===== config.mk =====
export PLATFORM = sky130hd
export DESIGN_NAME = eqs_regs
export DESIGN_NICKNAME = d
export VERILOG_FILES = /design/src/eqs_pkg.sv /design/src/eqs_regs.sv
export SDC_FILE = /design/constraint.sdc
export NUM_CORES = 2
export LEC_CHECK = 0
export ABC_AREA = 1
export BUFFER_PORTS_ARGS = -buffer_cell sky130_fd_sc_hd__buf_2
export CAP_MARGIN = 25
export CORE_MARGIN = 1
export CORE_UTILIZATION = 35
export DETAILED_ROUTE_END_ITERATION = 16
export MAX_ROUTING_LAYER = met4
export PLACE_DENSITY = 0.56
export SETUP_SLACK_MARGIN = 0.1
export SLEW_MARGIN = 5
export SYNTH_ARGS = -nofsm -noshare
export SYNTH_HDL_FRONTEND = slang
export SYNTH_SLANG_ARGS = --single-unit

===== constraint.sdc =====
create_clock -name aclk -period 8.29 [get_ports aclk]
set_clock_uncertainty 0.2 [all_clocks]
set_input_delay 0.829 -clock aclk [delete_from_list [all_inputs] [get_ports aclk]]
set_output_delay 0.829 -clock aclk [all_outputs]
set_load 0.005 [all_outputs]

===== src/eqs_pkg.sv =====
package eqs_pkg;

	// register indices; byte address is four times the index
	localparam logic [11:0] IDX_QUEUE_INDEX   = 12'h900;
	localparam logic [11:0] IDX_QUEUE_CONTROL = 12'h914;
	localparam logic [11:0] IDX_RR_WEIGHT     = 12'h915;
	localparam logic [11:0] IDX_HIGH_WATER    = 12'h916;
	localparam logic [11:0] IDX_LOW_WATER     = 12'h918;
	localparam logic [11:0] IDX_INCREMENT     = 12'h91A;
	localparam logic [11:0] IDX_PORT_CTL_ZERO = 12'hA00;
	localparam logic [11:0] IDX_MEMBERSHIP    = 12'hA04;
	localparam logic [11:0] IDX_TXQ_MEMORY    = 12'hA10;

	// reset values
	localparam logic [6:0]  RST_RR_WEIGHT  = 7'h01;
	localparam logic [15:0] RST_HIGH_WATER = 16'h0534;
	localparam logic [15:0] RST_LOW_WATER  = 16'h05F2;
	localparam logic [15:0] RST_INCREMENT  = 16'h2000;
	localparam logic [31:0] RST_MEMBERSHIP = 32'h0000_0007;
	localparam logic [1:0]  RST_SCHED_MODE = 2'h2;
	localparam logic [1:0]  RST_SHAPE_MODE = 2'h0;
	localparam logic [1:0]  RST_QUEUE_IDX  = 2'h0;
	localparam logic [10:0] RST_BLOCKS     = 11'h000;

	// field positions in the queue control register
	localparam int SCHED_MODE_LSB = 6;
	localparam int SHAPE_MODE_LSB = 4;

	// mode encodings
	localparam logic [1:0] SCHED_STRICT = 2'h0;
	localparam logic [1:0] SCHED_WRR    = 2'h2;
	localparam logic [1:0] SHAPE_NONE   = 2'h0;
	localparam logic [1:0] SHAPE_CBS    = 2'h1;

	// AXI responses
	localparam logic [1:0] RESP_OKAY   = 2'h0;
	localparam logic [1:0] RESP_SLVERR = 2'h2;

	// credit fixed point: fraction bits below the byte
	localparam int CREDIT_FRAC = 16;

	typedef enum logic [1:0] {
		ST_IDLE = 2'b01,
		ST_BUSY = 2'b10
	} eqs_state_t;

endpackage


===== src/eqs_regs.sv =====
`timescale 1ns/100ps
module eqs_regs #(
	parameter int NQ       = 4,
	parameter int ADDR_W   = 14,
	parameter int BLOCKS_W = 11
) (
	input  wire logic                aclk,
	input  wire logic                aresetn,
	input  wire logic                ce,
	input  wire logic [ADDR_W-1:0]   s_axi_awaddr,
	input  wire logic                s_axi_awvalid,
	output logic                     s_axi_awready,
	input  wire logic [31:0]         s_axi_wdata,
	input  wire logic [3:0]          s_axi_wstrb,
	input  wire logic                s_axi_wvalid,
	output logic                     s_axi_wready,
	output logic [1:0]               s_axi_bresp,
	output logic                     s_axi_bvalid,
	input  wire logic                s_axi_bready,
	input  wire logic [ADDR_W-1:0]   s_axi_araddr,
	input  wire logic                s_axi_arvalid,
	output logic                     s_axi_arready,
	output logic [31:0]              s_axi_rdata,
	output logic [1:0]               s_axi_rresp,
	output logic                     s_axi_rvalid,
	input  wire logic                s_axi_rready,
	input  wire logic                single_queue,
	input  wire logic [NQ-1:0]       queue_ready,
	output logic                     tx_grant_valid,
	output logic [1:0]               tx_grant_queue,
	input  wire logic                tx_done,
	input  wire logic [15:0]         tx_bytes,
	output logic [2:0]               fwd_allow,
	input  wire logic                blk_alloc,
	input  wire logic                blk_free
);

	localparam logic [BLOCKS_W-1:0] BLK_MAX = '1;

	logic                  aw_hold_r;
	logic                  w_hold_r;
	logic [ADDR_W-1:0]     awaddr_r;
	logic [31:0]           wdata_r;
	logic [3:0]            wstrb_r;
	logic                  bvalid_r;
	logic [1:0]            bresp_r;
	logic                  rvalid_r;
	logic [31:0]           rdata_r;
	logic [1:0]            rresp_r;
	logic [11:0]           rd_idx_r;
	logic                  wr_fire;
	logic [11:0]           wr_idx;
	logic [11:0]           ar_idx;
	logic                  wr_hit;
	logic                  rd_hit;
	logic [31:0]           rd_data_nxt;
	logic [1:0]            qidx_r;
	logic [6:0]            weight_r [NQ];
	logic [15:0]           high_r   [NQ];
	logic [15:0]           low_r    [NQ];
	logic [15:0]           inc_r    [NQ];
	logic [1:0]            sched_r  [NQ];
	logic [1:0]            shape_r  [NQ];
	logic signed [33:0]    credit_r [NQ];
	logic [31:0]           memb_r;
	logic [BLOCKS_W-1:0]   blocks_r;
	eqs_pkg::eqs_state_t   state_r;
	logic [1:0]            grant_q_r;
	logic                  grant_v_r;
	logic [1:0]            rr_ptr_r;
	logic [6:0]            rr_cnt_r;
	logic [NQ-1:0]         elig;
	logic                  wrr_mode;
	logic                  pick_any;
	logic [1:0]            pick_q;
	logic                  pick_same;

	function automatic logic [31:0] merge(input logic [31:0] old, input logic [31:0] nw,
		input logic [3:0] strb);
		logic [31:0] res;
		res = old;
		for (int b = 0; b < 4; b++)
		begin
			if (strb[b])
				res[8*b +: 8] = nw[8*b +: 8];
		end
		return res;
	endfunction

	function automatic logic map_hit(input logic [11:0] idx);
		return idx == eqs_pkg::IDX_QUEUE_INDEX || idx == eqs_pkg::IDX_QUEUE_CONTROL
			|| idx == eqs_pkg::IDX_RR_WEIGHT || idx == eqs_pkg::IDX_HIGH_WATER
			|| idx == eqs_pkg::IDX_LOW_WATER || idx == eqs_pkg::IDX_INCREMENT
			|| idx == eqs_pkg::IDX_PORT_CTL_ZERO || idx == eqs_pkg::IDX_MEMBERSHIP
			|| idx == eqs_pkg::IDX_TXQ_MEMORY;
	endfunction

	// write path: address and data captured in either order
	assign s_axi_awready = !aw_hold_r && !bvalid_r;
	assign s_axi_wready  = !w_hold_r && !bvalid_r;
	assign s_axi_bvalid  = bvalid_r;
	assign s_axi_bresp   = bresp_r;
	assign wr_fire       = aw_hold_r && w_hold_r && !bvalid_r;
	assign wr_idx        = 12'(awaddr_r >> 2);
	assign wr_hit        = map_hit(wr_idx);

	always_ff @(posedge aclk)
	begin
		if (!aresetn)
		begin
			aw_hold_r <= 1'b0;
			w_hold_r  <= 1'b0;
			awaddr_r  <= '0;
			wdata_r   <= 32'h0000_0000;
			wstrb_r   <= 4'h0;
			bvalid_r  <= 1'b0;
			bresp_r   <= eqs_pkg::RESP_OKAY;
		end
		else if (ce)
		begin
			if (s_axi_awvalid && s_axi_awready)
			begin
				aw_hold_r <= 1'b1;
				awaddr_r  <= s_axi_awaddr;
			end
			if (s_axi_wvalid && s_axi_wready)
			begin
				w_hold_r <= 1'b1;
				wdata_r  <= s_axi_wdata;
				wstrb_r  <= s_axi_wstrb;
			end
			if (wr_fire)
			begin
				aw_hold_r <= 1'b0;
				w_hold_r  <= 1'b0;
				bvalid_r  <= 1'b1;
				bresp_r   <= wr_hit ? eqs_pkg::RESP_OKAY : eqs_pkg::RESP_SLVERR;
			end
			else if (bvalid_r && s_axi_bready)
				bvalid_r <= 1'b0;
		end
	end

	// port level registers
	always_ff @(posedge aclk)
	begin
		if (!aresetn)
		begin
			qidx_r <= eqs_pkg::RST_QUEUE_IDX;
			memb_r <= eqs_pkg::RST_MEMBERSHIP;
		end
		else if (ce && wr_fire)
		begin
			if (wr_idx == eqs_pkg::IDX_QUEUE_INDEX && wstrb_r[0])
				qidx_r <= wdata_r[1:0];
			if (wr_idx == eqs_pkg::IDX_MEMBERSHIP)
				memb_r <= merge(memb_r, wdata_r, wstrb_r);
		end
	end

	// membership gates forwarding with no tag input at all
	assign fwd_allow = memb_r[2:0];

	// live block count, held at zero with nothing queued
	always_ff @(posedge aclk)
	begin
		if (!aresetn)
			blocks_r <= eqs_pkg::RST_BLOCKS;
		else if (ce && (blk_alloc != blk_free))
		begin
			if (blk_alloc && blocks_r != BLK_MAX)
				blocks_r <= blocks_r + 1'b1;
			else if (blk_free && blocks_r != '0)
				blocks_r <= blocks_r - 1'b1;
		end
	end

	// per queue configuration and credit
	for (genvar q = 0; q < NQ; q++)
	begin : g_queue
		logic sel_wr;
		logic sending;
		logic signed [33:0] hi_lim;
		logic signed [33:0] lo_lim;
		logic signed [33:0] grown;
		logic signed [33:0] spent;

		assign sel_wr  = wr_fire && qidx_r == 2'(q) && wstrb_r[0];
		assign sending = grant_v_r && grant_q_r == 2'(q);
		assign hi_lim  = $signed({2'b00, high_r[q], 16'h0000});
		assign lo_lim  = -$signed({2'b00, low_r[q], 16'h0000});
		assign grown   = credit_r[q] + $signed({18'h00000, inc_r[q]});
		assign spent   = credit_r[q] - $signed({2'b00, tx_bytes, 16'h0000});

		always_ff @(posedge aclk)
		begin
			if (!aresetn)
			begin
				weight_r[q] <= eqs_pkg::RST_RR_WEIGHT;
				high_r[q]   <= eqs_pkg::RST_HIGH_WATER;
				low_r[q]    <= eqs_pkg::RST_LOW_WATER;
				inc_r[q]    <= eqs_pkg::RST_INCREMENT;
				sched_r[q]  <= eqs_pkg::RST_SCHED_MODE;
				shape_r[q]  <= eqs_pkg::RST_SHAPE_MODE;
			end
			else if (ce && sel_wr)
			begin
				unique case (wr_idx)
					eqs_pkg::IDX_RR_WEIGHT:
						weight_r[q] <= wdata_r[6:0];
					eqs_pkg::IDX_QUEUE_CONTROL:
					begin
						sched_r[q] <= wdata_r[eqs_pkg::SCHED_MODE_LSB +: 2];
						shape_r[q] <= wdata_r[eqs_pkg::SHAPE_MODE_LSB +: 2];
					end
					eqs_pkg::IDX_HIGH_WATER:
						high_r[q] <= 16'(merge({16'h0000, high_r[q]}, wdata_r, wstrb_r));
					eqs_pkg::IDX_LOW_WATER:
						low_r[q] <= 16'(merge({16'h0000, low_r[q]}, wdata_r, wstrb_r));
					eqs_pkg::IDX_INCREMENT:
						inc_r[q] <= 16'(merge({16'h0000, inc_r[q]}, wdata_r, wstrb_r));
					default:
						;
				endcase
			end
		end

		// credit: grows while waiting, drains by frame size, clamped
		always_ff @(posedge aclk)
		begin
			if (!aresetn)
				credit_r[q] <= '0;
			else if (ce)
			begin
				if (shape_r[q] != eqs_pkg::SHAPE_CBS)
					credit_r[q] <= '0;
				else if (sending && tx_done)
					credit_r[q] <= (spent < lo_lim) ? lo_lim : spent;
				else if (queue_ready[q] && !sending)
					credit_r[q] <= (grown > hi_lim) ? hi_lim : grown;
				else if (!queue_ready[q] && credit_r[q] > 0)
					credit_r[q] <= '0;
			end
		end

		assign elig[q] = queue_ready[q] && (q == 0 || !single_queue)
			&& (shape_r[q] != eqs_pkg::SHAPE_CBS || credit_r[q] >= 0);

	end

	// scheduler choice
	always_comb
	begin
		wrr_mode  = !single_queue && sched_r[rr_ptr_r] == eqs_pkg::SCHED_WRR;
		pick_same = wrr_mode && elig[rr_ptr_r] && rr_cnt_r < weight_r[rr_ptr_r];
		pick_any  = |elig;
		pick_q    = 2'h0;
		if (pick_same)
			pick_q = rr_ptr_r;
		else if (wrr_mode)
		begin
			for (int i = NQ; i >= 1; i--)
			begin
				if (elig[2'(rr_ptr_r + 2'(i))])
					pick_q = 2'(rr_ptr_r + 2'(i));
			end
		end
		else
		begin
			for (int i = 0; i < NQ; i++)
			begin
				if (elig[i])
					pick_q = 2'(i);
			end
		end
	end

	always_ff @(posedge aclk)
	begin
		if (!aresetn)
		begin
			state_r   <= eqs_pkg::ST_IDLE;
			grant_v_r <= 1'b0;
			grant_q_r <= 2'h0;
			rr_ptr_r  <= 2'h0;
			rr_cnt_r  <= 7'h00;
		end
		else if (ce)
		begin
			unique case (state_r)
				eqs_pkg::ST_IDLE:
				begin
					if (pick_any)
					begin
						state_r   <= eqs_pkg::ST_BUSY;
						grant_v_r <= 1'b1;
						grant_q_r <= pick_q;
						rr_ptr_r  <= pick_q;
						rr_cnt_r  <= pick_same ? rr_cnt_r + 7'h01 : 7'h01;
					end
				end
				eqs_pkg::ST_BUSY:
				begin
					if (tx_done)
					begin
						state_r   <= eqs_pkg::ST_IDLE;
						grant_v_r <= 1'b0;
					end
				end
			endcase
		end
	end

	assign tx_grant_valid = grant_v_r;
	assign tx_grant_queue = grant_q_r;

	// read path
	assign ar_idx        = 12'(s_axi_araddr >> 2);
	assign rd_hit        = map_hit(ar_idx);
	assign s_axi_arready = !rvalid_r;
	assign s_axi_rvalid  = rvalid_r;
	assign s_axi_rdata   = rdata_r;
	assign s_axi_rresp   = rresp_r;

	always_comb
	begin
		rd_data_nxt = 32'h0000_0000;
		unique case (ar_idx)
			eqs_pkg::IDX_QUEUE_INDEX:
				rd_data_nxt[1:0] = qidx_r;
			eqs_pkg::IDX_QUEUE_CONTROL:
				rd_data_nxt[7:4] = {sched_r[qidx_r], shape_r[qidx_r]};
			eqs_pkg::IDX_RR_WEIGHT:
				rd_data_nxt[6:0] = weight_r[qidx_r];
			eqs_pkg::IDX_HIGH_WATER:
				rd_data_nxt[15:0] = high_r[qidx_r];
			eqs_pkg::IDX_LOW_WATER:
				rd_data_nxt[15:0] = low_r[qidx_r];
			eqs_pkg::IDX_INCREMENT:
				rd_data_nxt[15:0] = inc_r[qidx_r];
			eqs_pkg::IDX_MEMBERSHIP:
				rd_data_nxt = memb_r;
			eqs_pkg::IDX_TXQ_MEMORY:
				rd_data_nxt[BLOCKS_W-1:0] = blocks_r;
			default:
				rd_data_nxt = 32'h0000_0000;
		endcase
	end

	always_ff @(posedge aclk)
	begin
		if (!aresetn)
		begin
			rvalid_r <= 1'b0;
			rdata_r  <= 32'h0000_0000;
			rresp_r  <= eqs_pkg::RESP_OKAY;
			rd_idx_r <= 12'h000;
		end
		else if (ce)
		begin
			if (s_axi_arvalid && s_axi_arready)
			begin
				rvalid_r <= 1'b1;
				rdata_r  <= rd_data_nxt;
				rresp_r  <= rd_hit ? eqs_pkg::RESP_OKAY : eqs_pkg::RESP_SLVERR;
				rd_idx_r <= ar_idx;
			end
			else if (rvalid_r && s_axi_rready)
				rvalid_r <= 1'b0;
		end
	end
endmodule // eqs_regs


Yosys cells after proc, flatten, opt, wreduce, memory -nomap -nowiden
Memory sizes are Yosys's and may differ from the RTL's. A register that Yosys moved wholly into a read port is not among the register bits.
Index checks and enable logic that the tools add are counted.
{"block": "word_totals", "ff_bits": 147, "ramBits": 372, "inputBits": 96, "out_inout_bits": 47, "wordCells": 610, "memories": 7}
{"block": "op_classes", "addsub": 18, "n_lt_le_gt_ge": 21, "n_eq_ne": 36, "mux": 356, "bitwise": 41, "n_reduce_logical": 111}
{"memory": "credit_r", "depth": 4, "word_bits": 34, "rd": 4, "rd_ports_with_merged_regs": 0, "wr": 4, "line_no": "eqs_regs.sv:64", "text": "logic signed [33:0] credit_r [NQ];"}
{"memory": "high_r", "depth": 4, "word_bits": 16, "rd": 5, "rd_ports_with_merged_regs": 1, "wr": 4, "line_no": "eqs_regs.sv:59", "text": "logic [15:0] high_r [NQ];"}
{"memory": "inc_r", "depth": 4, "word_bits": 16, "rd": 5, "rd_ports_with_merged_regs": 1, "wr": 4, "line_no": "eqs_regs.sv:61", "text": "logic [15:0] inc_r [NQ];"}
{"memory": "low_r", "depth": 4, "word_bits": 16, "rd": 5, "rd_ports_with_merged_regs": 1, "wr": 4, "line_no": "eqs_regs.sv:60", "text": "logic [15:0] low_r [NQ];"}
{"memory": "weight_r", "depth": 4, "word_bits": 7, "rd": 2, "rd_ports_with_merged_regs": 2, "wr": 4, "line_no": "eqs_regs.sv:58", "text": "logic [6:0] weight_r [NQ];"}
{"memory": "sched_r", "depth": 4, "word_bits": 2, "rd": 2, "rd_ports_with_merged_regs": 2, "wr": 4, "line_no": "eqs_regs.sv:62", "text": "logic [1:0] sched_r [NQ];"}
{"memory": "+1 memories"}
{"op": "$mux 34", "n": 24}
{"op": "$mux 8", "n": 96}
{"op": "$eq 12x12->1 const B", "n": 18}
{"op": "$mux 16", "n": 13}
{"op": "$mux 1", "n": 169}
{"op": "$add 34x17->34", "n": 4}
{"op": "$ge 34x1->1 const B", "n": 4}
{"op": "$gt 34x1->1 const B", "n": 4}
{"op": "$gt 34x33->1", "n": 4}
{"op": "$lt 34x34->1", "n": 4}
{"op": "$neg 32->34", "n": 4}
{"op": "$sub 34x33->34", "n": 4}
{"op": "$mux 2", "n": 35}
{"op": "$logic_and 1x1->1", "n": 52}
{"op": "$or 1x1->1", "n": 40}
{"op": "$mux 7", "n": 5}
{"op": "$mux 11", "n": 2}
{"op": "$pmux 3 s7", "n": 1}
{"op": "$logic_or 1x1->1", "n": 20}
{"op": "$pmux 5 s4", "n": 1}
{"op": "$reduce_and 2->1", "n": 10}
{"op": "$reduce_and 3->1", "n": 6}
{"op": "$pmux 3 s5", "n": 1}
{"op": "$pmux 2 s7", "n": 1}
{"op": "other kinds (26)", "n": 61}

Longest topological paths before layout
An unclocked memory read counts as a cell.
{"block": "logic_depth", "word_depth": 13, "ltp_mapped": 33, "ltp_nobuf": 32}

Worst setup path after synthesis
No wires, ideal clock.
{"block": "synth_timing", "kind": "input to register", "start": "in tx_bytes[1]", "end": "mem credit_r[2][0] (enable)", "arrival_time_ps": 5261, "t_required_ps": 7676, "setup_slack_ps": 2416, "path_stages": 23, "path_cell_list": "inv_1 fa_1 nand3_1 nand2_1 nand2_1 nand2_1 o21ai_0 o21ai_0 a21boi_0 o21ai_0 xnor2_1 inv_1 ha_1 nand2_1 nor2_1 a211oi_1 nand2_1 a21boi_0 nand2_1 nand2_2 nand2_2 buf_2 a21boi_0"}
{"element": "from (decl)", "line_no": "eqs_regs.sv:32", "text": "input wire logic [15:0] tx_bytes,"}
{"element": "to (decl)", "line_no": "eqs_regs.sv:64"}

==> results.json <==
{
  "final_area_um2": 41900,
  "cts_root_buf": "clkbuf_16",
  "wl_um": 139000,
  "maxSlewHeadroom": 0.260,
  "ys_types": 68,
  "grt_pass1_wl_um": 204000,
  "dp_hpwl_um": 107000,
  "die_w_um": 331,
  "slew_violations": 0,
  "die_h_um": 331,
  "vias": 35000,
  "ff2ff_path_depth": 29,
  "r2r_start": "credit_r[2][9]",
  "avgSynthCellArea_um2": 7.55,
  "required_ns": 8.60,
  "cts_resized": 0,
  "r2r_end": "credit_r[2][5]",
  "period_share": 0.745,
  "fin_setup_tns_ns": 0,
  "crit_path_frequent_cell": "nand2_1",
  "grt_pass1_vias": 32400,
  "post_dp_cell_area_um2": 39800,
  "switching_share": 0.321,
  "slowest_delay_ns": 0.50,
  "row_count": 120,
  "start_util": 0.353,
  "synthesis.area_um2": 37800,
  "finalSetupViolCount": 0,
  "via_per_inst": 5.35,
  "finalCriticalPeriod_ns": 6.18,
  "ant_nets": 0,
  "critPathSlowestCell": "edfxtp_1",
  "cts_hold_buffers": 0,
  "worst_slew_pin_slew_ns": 1.10,
  "status": "finished, final reports clean",
  "path_class": "reg2reg",
  "leakagePower_nw": 18.5,
  "drive_gt1_frac": 0.0742,
  "power_w": 0.00718,
  "synth-seq-area-share": 0.373,
  "synth_warnings": 0,
  "h-tree-depth": 2,
  "firstDrtPassIters": 6,
  "dieArea_um2": 109000,
  "antenna_found_initial": 4,
  "hold_end": "awaddr_r[8]",
  "area_growth_pct": 11.0,
  "ys_ff_latch": 518,
  "timing_hold_violations_final": 0,
  "min_from": "s_axi_awaddr[8]",
  "dp.cells": 6418,
  "post_cts_buffers": 0,
  "wl_per_cell_um": 21.2,
  "clock_latency_ns": 0.67,
  "p_clk_frac": 0.387,
  "fmax_ghz": 0.162,
  "p_switching_w": 0.00230,
  "setup_slack_ns": 2.11,
  "fin_nets": 5480,
  "port_buffers": 136,
  "synth-edff-count": 372,
  "drtIter0Drc": 3328,
  "setup.worst_path.start_class": "flip-flop",
  "gp_congestion": 1.00,
  "internal_power_w": 0.00488,
  "gr-total-overflow": 0,
  "cp_data_arrival_time_ns": 6.49,
  "cts_tree": "done",
  "track_usage": 0.256,
  "p_comb_frac": 0.196,
  "instances_no_fill": 6544,
  "ir_worst_vdd_mv": 0.192,
  "syn_inst": 5002,
  "rsz0062_at_grt": "no",
  "holdPathStages": 3,
  "worstPathMaxFanout": 17,
  "boundaryPins": 143,
  "r2r_setup_slack_ns": 2.11,
  "power_density_nw_per_um2": 171,
  "synth_top_flop_cell": "edfxtp_1",
  "p_seq_frac": 0.417,
  "max_cap_violations": 0,
  "async_flop_share": 0,
  "hold_path.class": "in2reg",
  "core_area_um2": 107000,
  "cts_max_path_buffers": 3,
  "pre_cts_slack_ns": 2.07,
  "cts_buffers": 60,
  "clkSlewWorstSetupHoldPaths_ns": 0.07,
  "clock-sinks": 518,
  "grt_max_degree": 145,
  "drc": 0,
  "end_kind": "flip-flop"
}
## through the flow
stage	hold slack, ns	utilization
6_report	0.227	0.392
5_1_grt	0.229	0.392
4_1_cts	0.198	0.391
3_5_place_dp	0.248	0.372
3_3_place_gp	0.241	0.371
2_1_floorplan	0.229	-
## cells in the final DEF (no fill, tap or decap), types with 9 or more instances in the layout
master	netlist	final
ha_1	288	288
nand2_4	10	10
nor2_2	11	11
buf_2	27	147
o211ai_1	27	27
a21oi_1	400	400
xor2_1	167	167
o21ai_0	369	369
clkinv_2	0	13
inv_1	626	626
buf_4	9	29
o41ai_1	11	10
a221oi_1	9	9
nand4_1	57	57
a211oi_1	14	14
a21o_1	13	13
o22ai_1	18	18
a31oi_1	14	14
nand2_1	968	968
nand2_2	25	25
fa_1	9	9
nor4_1	48	48
clkbuf_16	0	62
nand3_1	380	379
nor2_1	587	587
xnor2_1	40	40
nor3_1	81	79
nand3b_1	20	20
edfxtp_1	372	372
clkinv_1	15	22
dfxtp_1	146	144
## synthesized netlist by cell type (8+ instances only)
cell,instances,area (um^2)
o211ai_1,27,203
edfxtp_1,372,11200
o41ai_1,11,96.3
nor3_1,81,405
buf_4,9,67.6
o21bai_1,8,60.1
a211oi_1,14,105
buf_2,27,135
dfxtp_1,146,2920
o22ai_1,18,113
nor2_2,11,68.8
nand2_4,10,113
nor4_1,48,300
fa_1,9,180
nand4_1,57,357
nand3_1,380,1900
ha_1,288,3600
clkinv_1,15,56.3
nand3b_1,20,150
xnor2_1,40,350
nand2_2,25,156
o21ai_0,369,1850
a21oi_1,400,2000
nand2_1,968,3630
clkbuf_1,108,405
inv_1,626,2350
nor2_1,587,2200
a221oi_1,9,78.8
buf_6,8,90.1
xor2_1,167,1460
a21o_1,13,97.6
a31oi_1,14,87.6
## layout make-up
type / count / area, um^2
inverters: 648 / 2430
multi-input cells: 3678 / 20600
flip-flops and latches: 518 / 14100
well taps: 1403 / 1760
repair buffers: 181 / 1050
diodes: 3 / 7.51
clock buffers: 71 / 1620
fillers: 11200 / 65100
clock inverters: 42 / 405
## power groups by stage
stage	Clock [W]	Combinational [W]	Sequential, W
global route	0.00289	0.00158	0.00301
global placement	0	0.00137	0.00305
detailed placement	0	0.00138	0.00305
floorplan	0	0.000996	0.00299
CTS	0.00281	0.00139	0.00300
finish	0.00278	0.00141	0.00300
## cells by family (layout without fill, tap and decap cells)
kind of cell	count (synthesis)	in the layout	synth area share
AOI/OAI and AO/OA	954	954	0.141
xor gates and xnor gates	208	208	0.0487
adders and majority gates	297	297	0.100
buffers and inverters	807	942	0.0836
DFF	518	518	0.373
other	1	5	0.0000993
and+or+nand+nor	2217	2217	0.253
## worst max path at each step
stage | slack, ns | endpoint | cells past startpoint | startpoint
2_1_floorplan | 2.42 | credit_r[2][0] | 23 | tx_bytes[1]
5_1_grt | 1.81 | credit_r[2][11] | 29 | credit_r[2][9]
6_report | 2.11 | credit_r[2][5] | 29 | credit_r[2][9]
3_5_place_dp | 2.07 | credit_r[1][6] | 24 | tx_bytes[1]
4_1_cts | 2.34 | credit_r[2][11] | 29 | credit_r[2][9]
3_3_place_gp | 2.06 | credit_r[2][3] | 24 | tx_bytes[1]
## sequential cells by signal, indices dropped and copies added, names as in the netlist, 4 cells and up, named ones only
| register | count |
|---|---|
| wdata_r | 32 |
| rr_cnt_r | 7 |
| low_r | 64 |
| inc_r | 64 |
| memb_r | 32 |
| shape_r | 8 |
| blocks_r | 11 |
| s_axi_rdata | 32 |
| awaddr_r | 12 |
| high_r | 64 |
| credit_r | 136 |
| sched_r | 8 |
| weight_r | 28 |
| wstrb_r | 4 |
## layer usage
metal  global-route usage  vias to the layer above  part of all wire
met5                    -                        -                 0
met4               0.0865                        0             0.037
met3               0.0338                      219             0.071
met2                0.403                     1359              0.45
met1                0.338                    16400              0.44
li1                     -                    17100                 -
## critical path: cells and delay by family (launching register included)
kind            cells  cell delay [ns]
compound gates      3             0.65
buf+inv             2             0.14
fa+ha+maj           2             0.69
xor+xnor            1             0.20
flops               1             0.50
simple gates       21             3.64
Note: power is estimated with default switching activity, not from simulation.
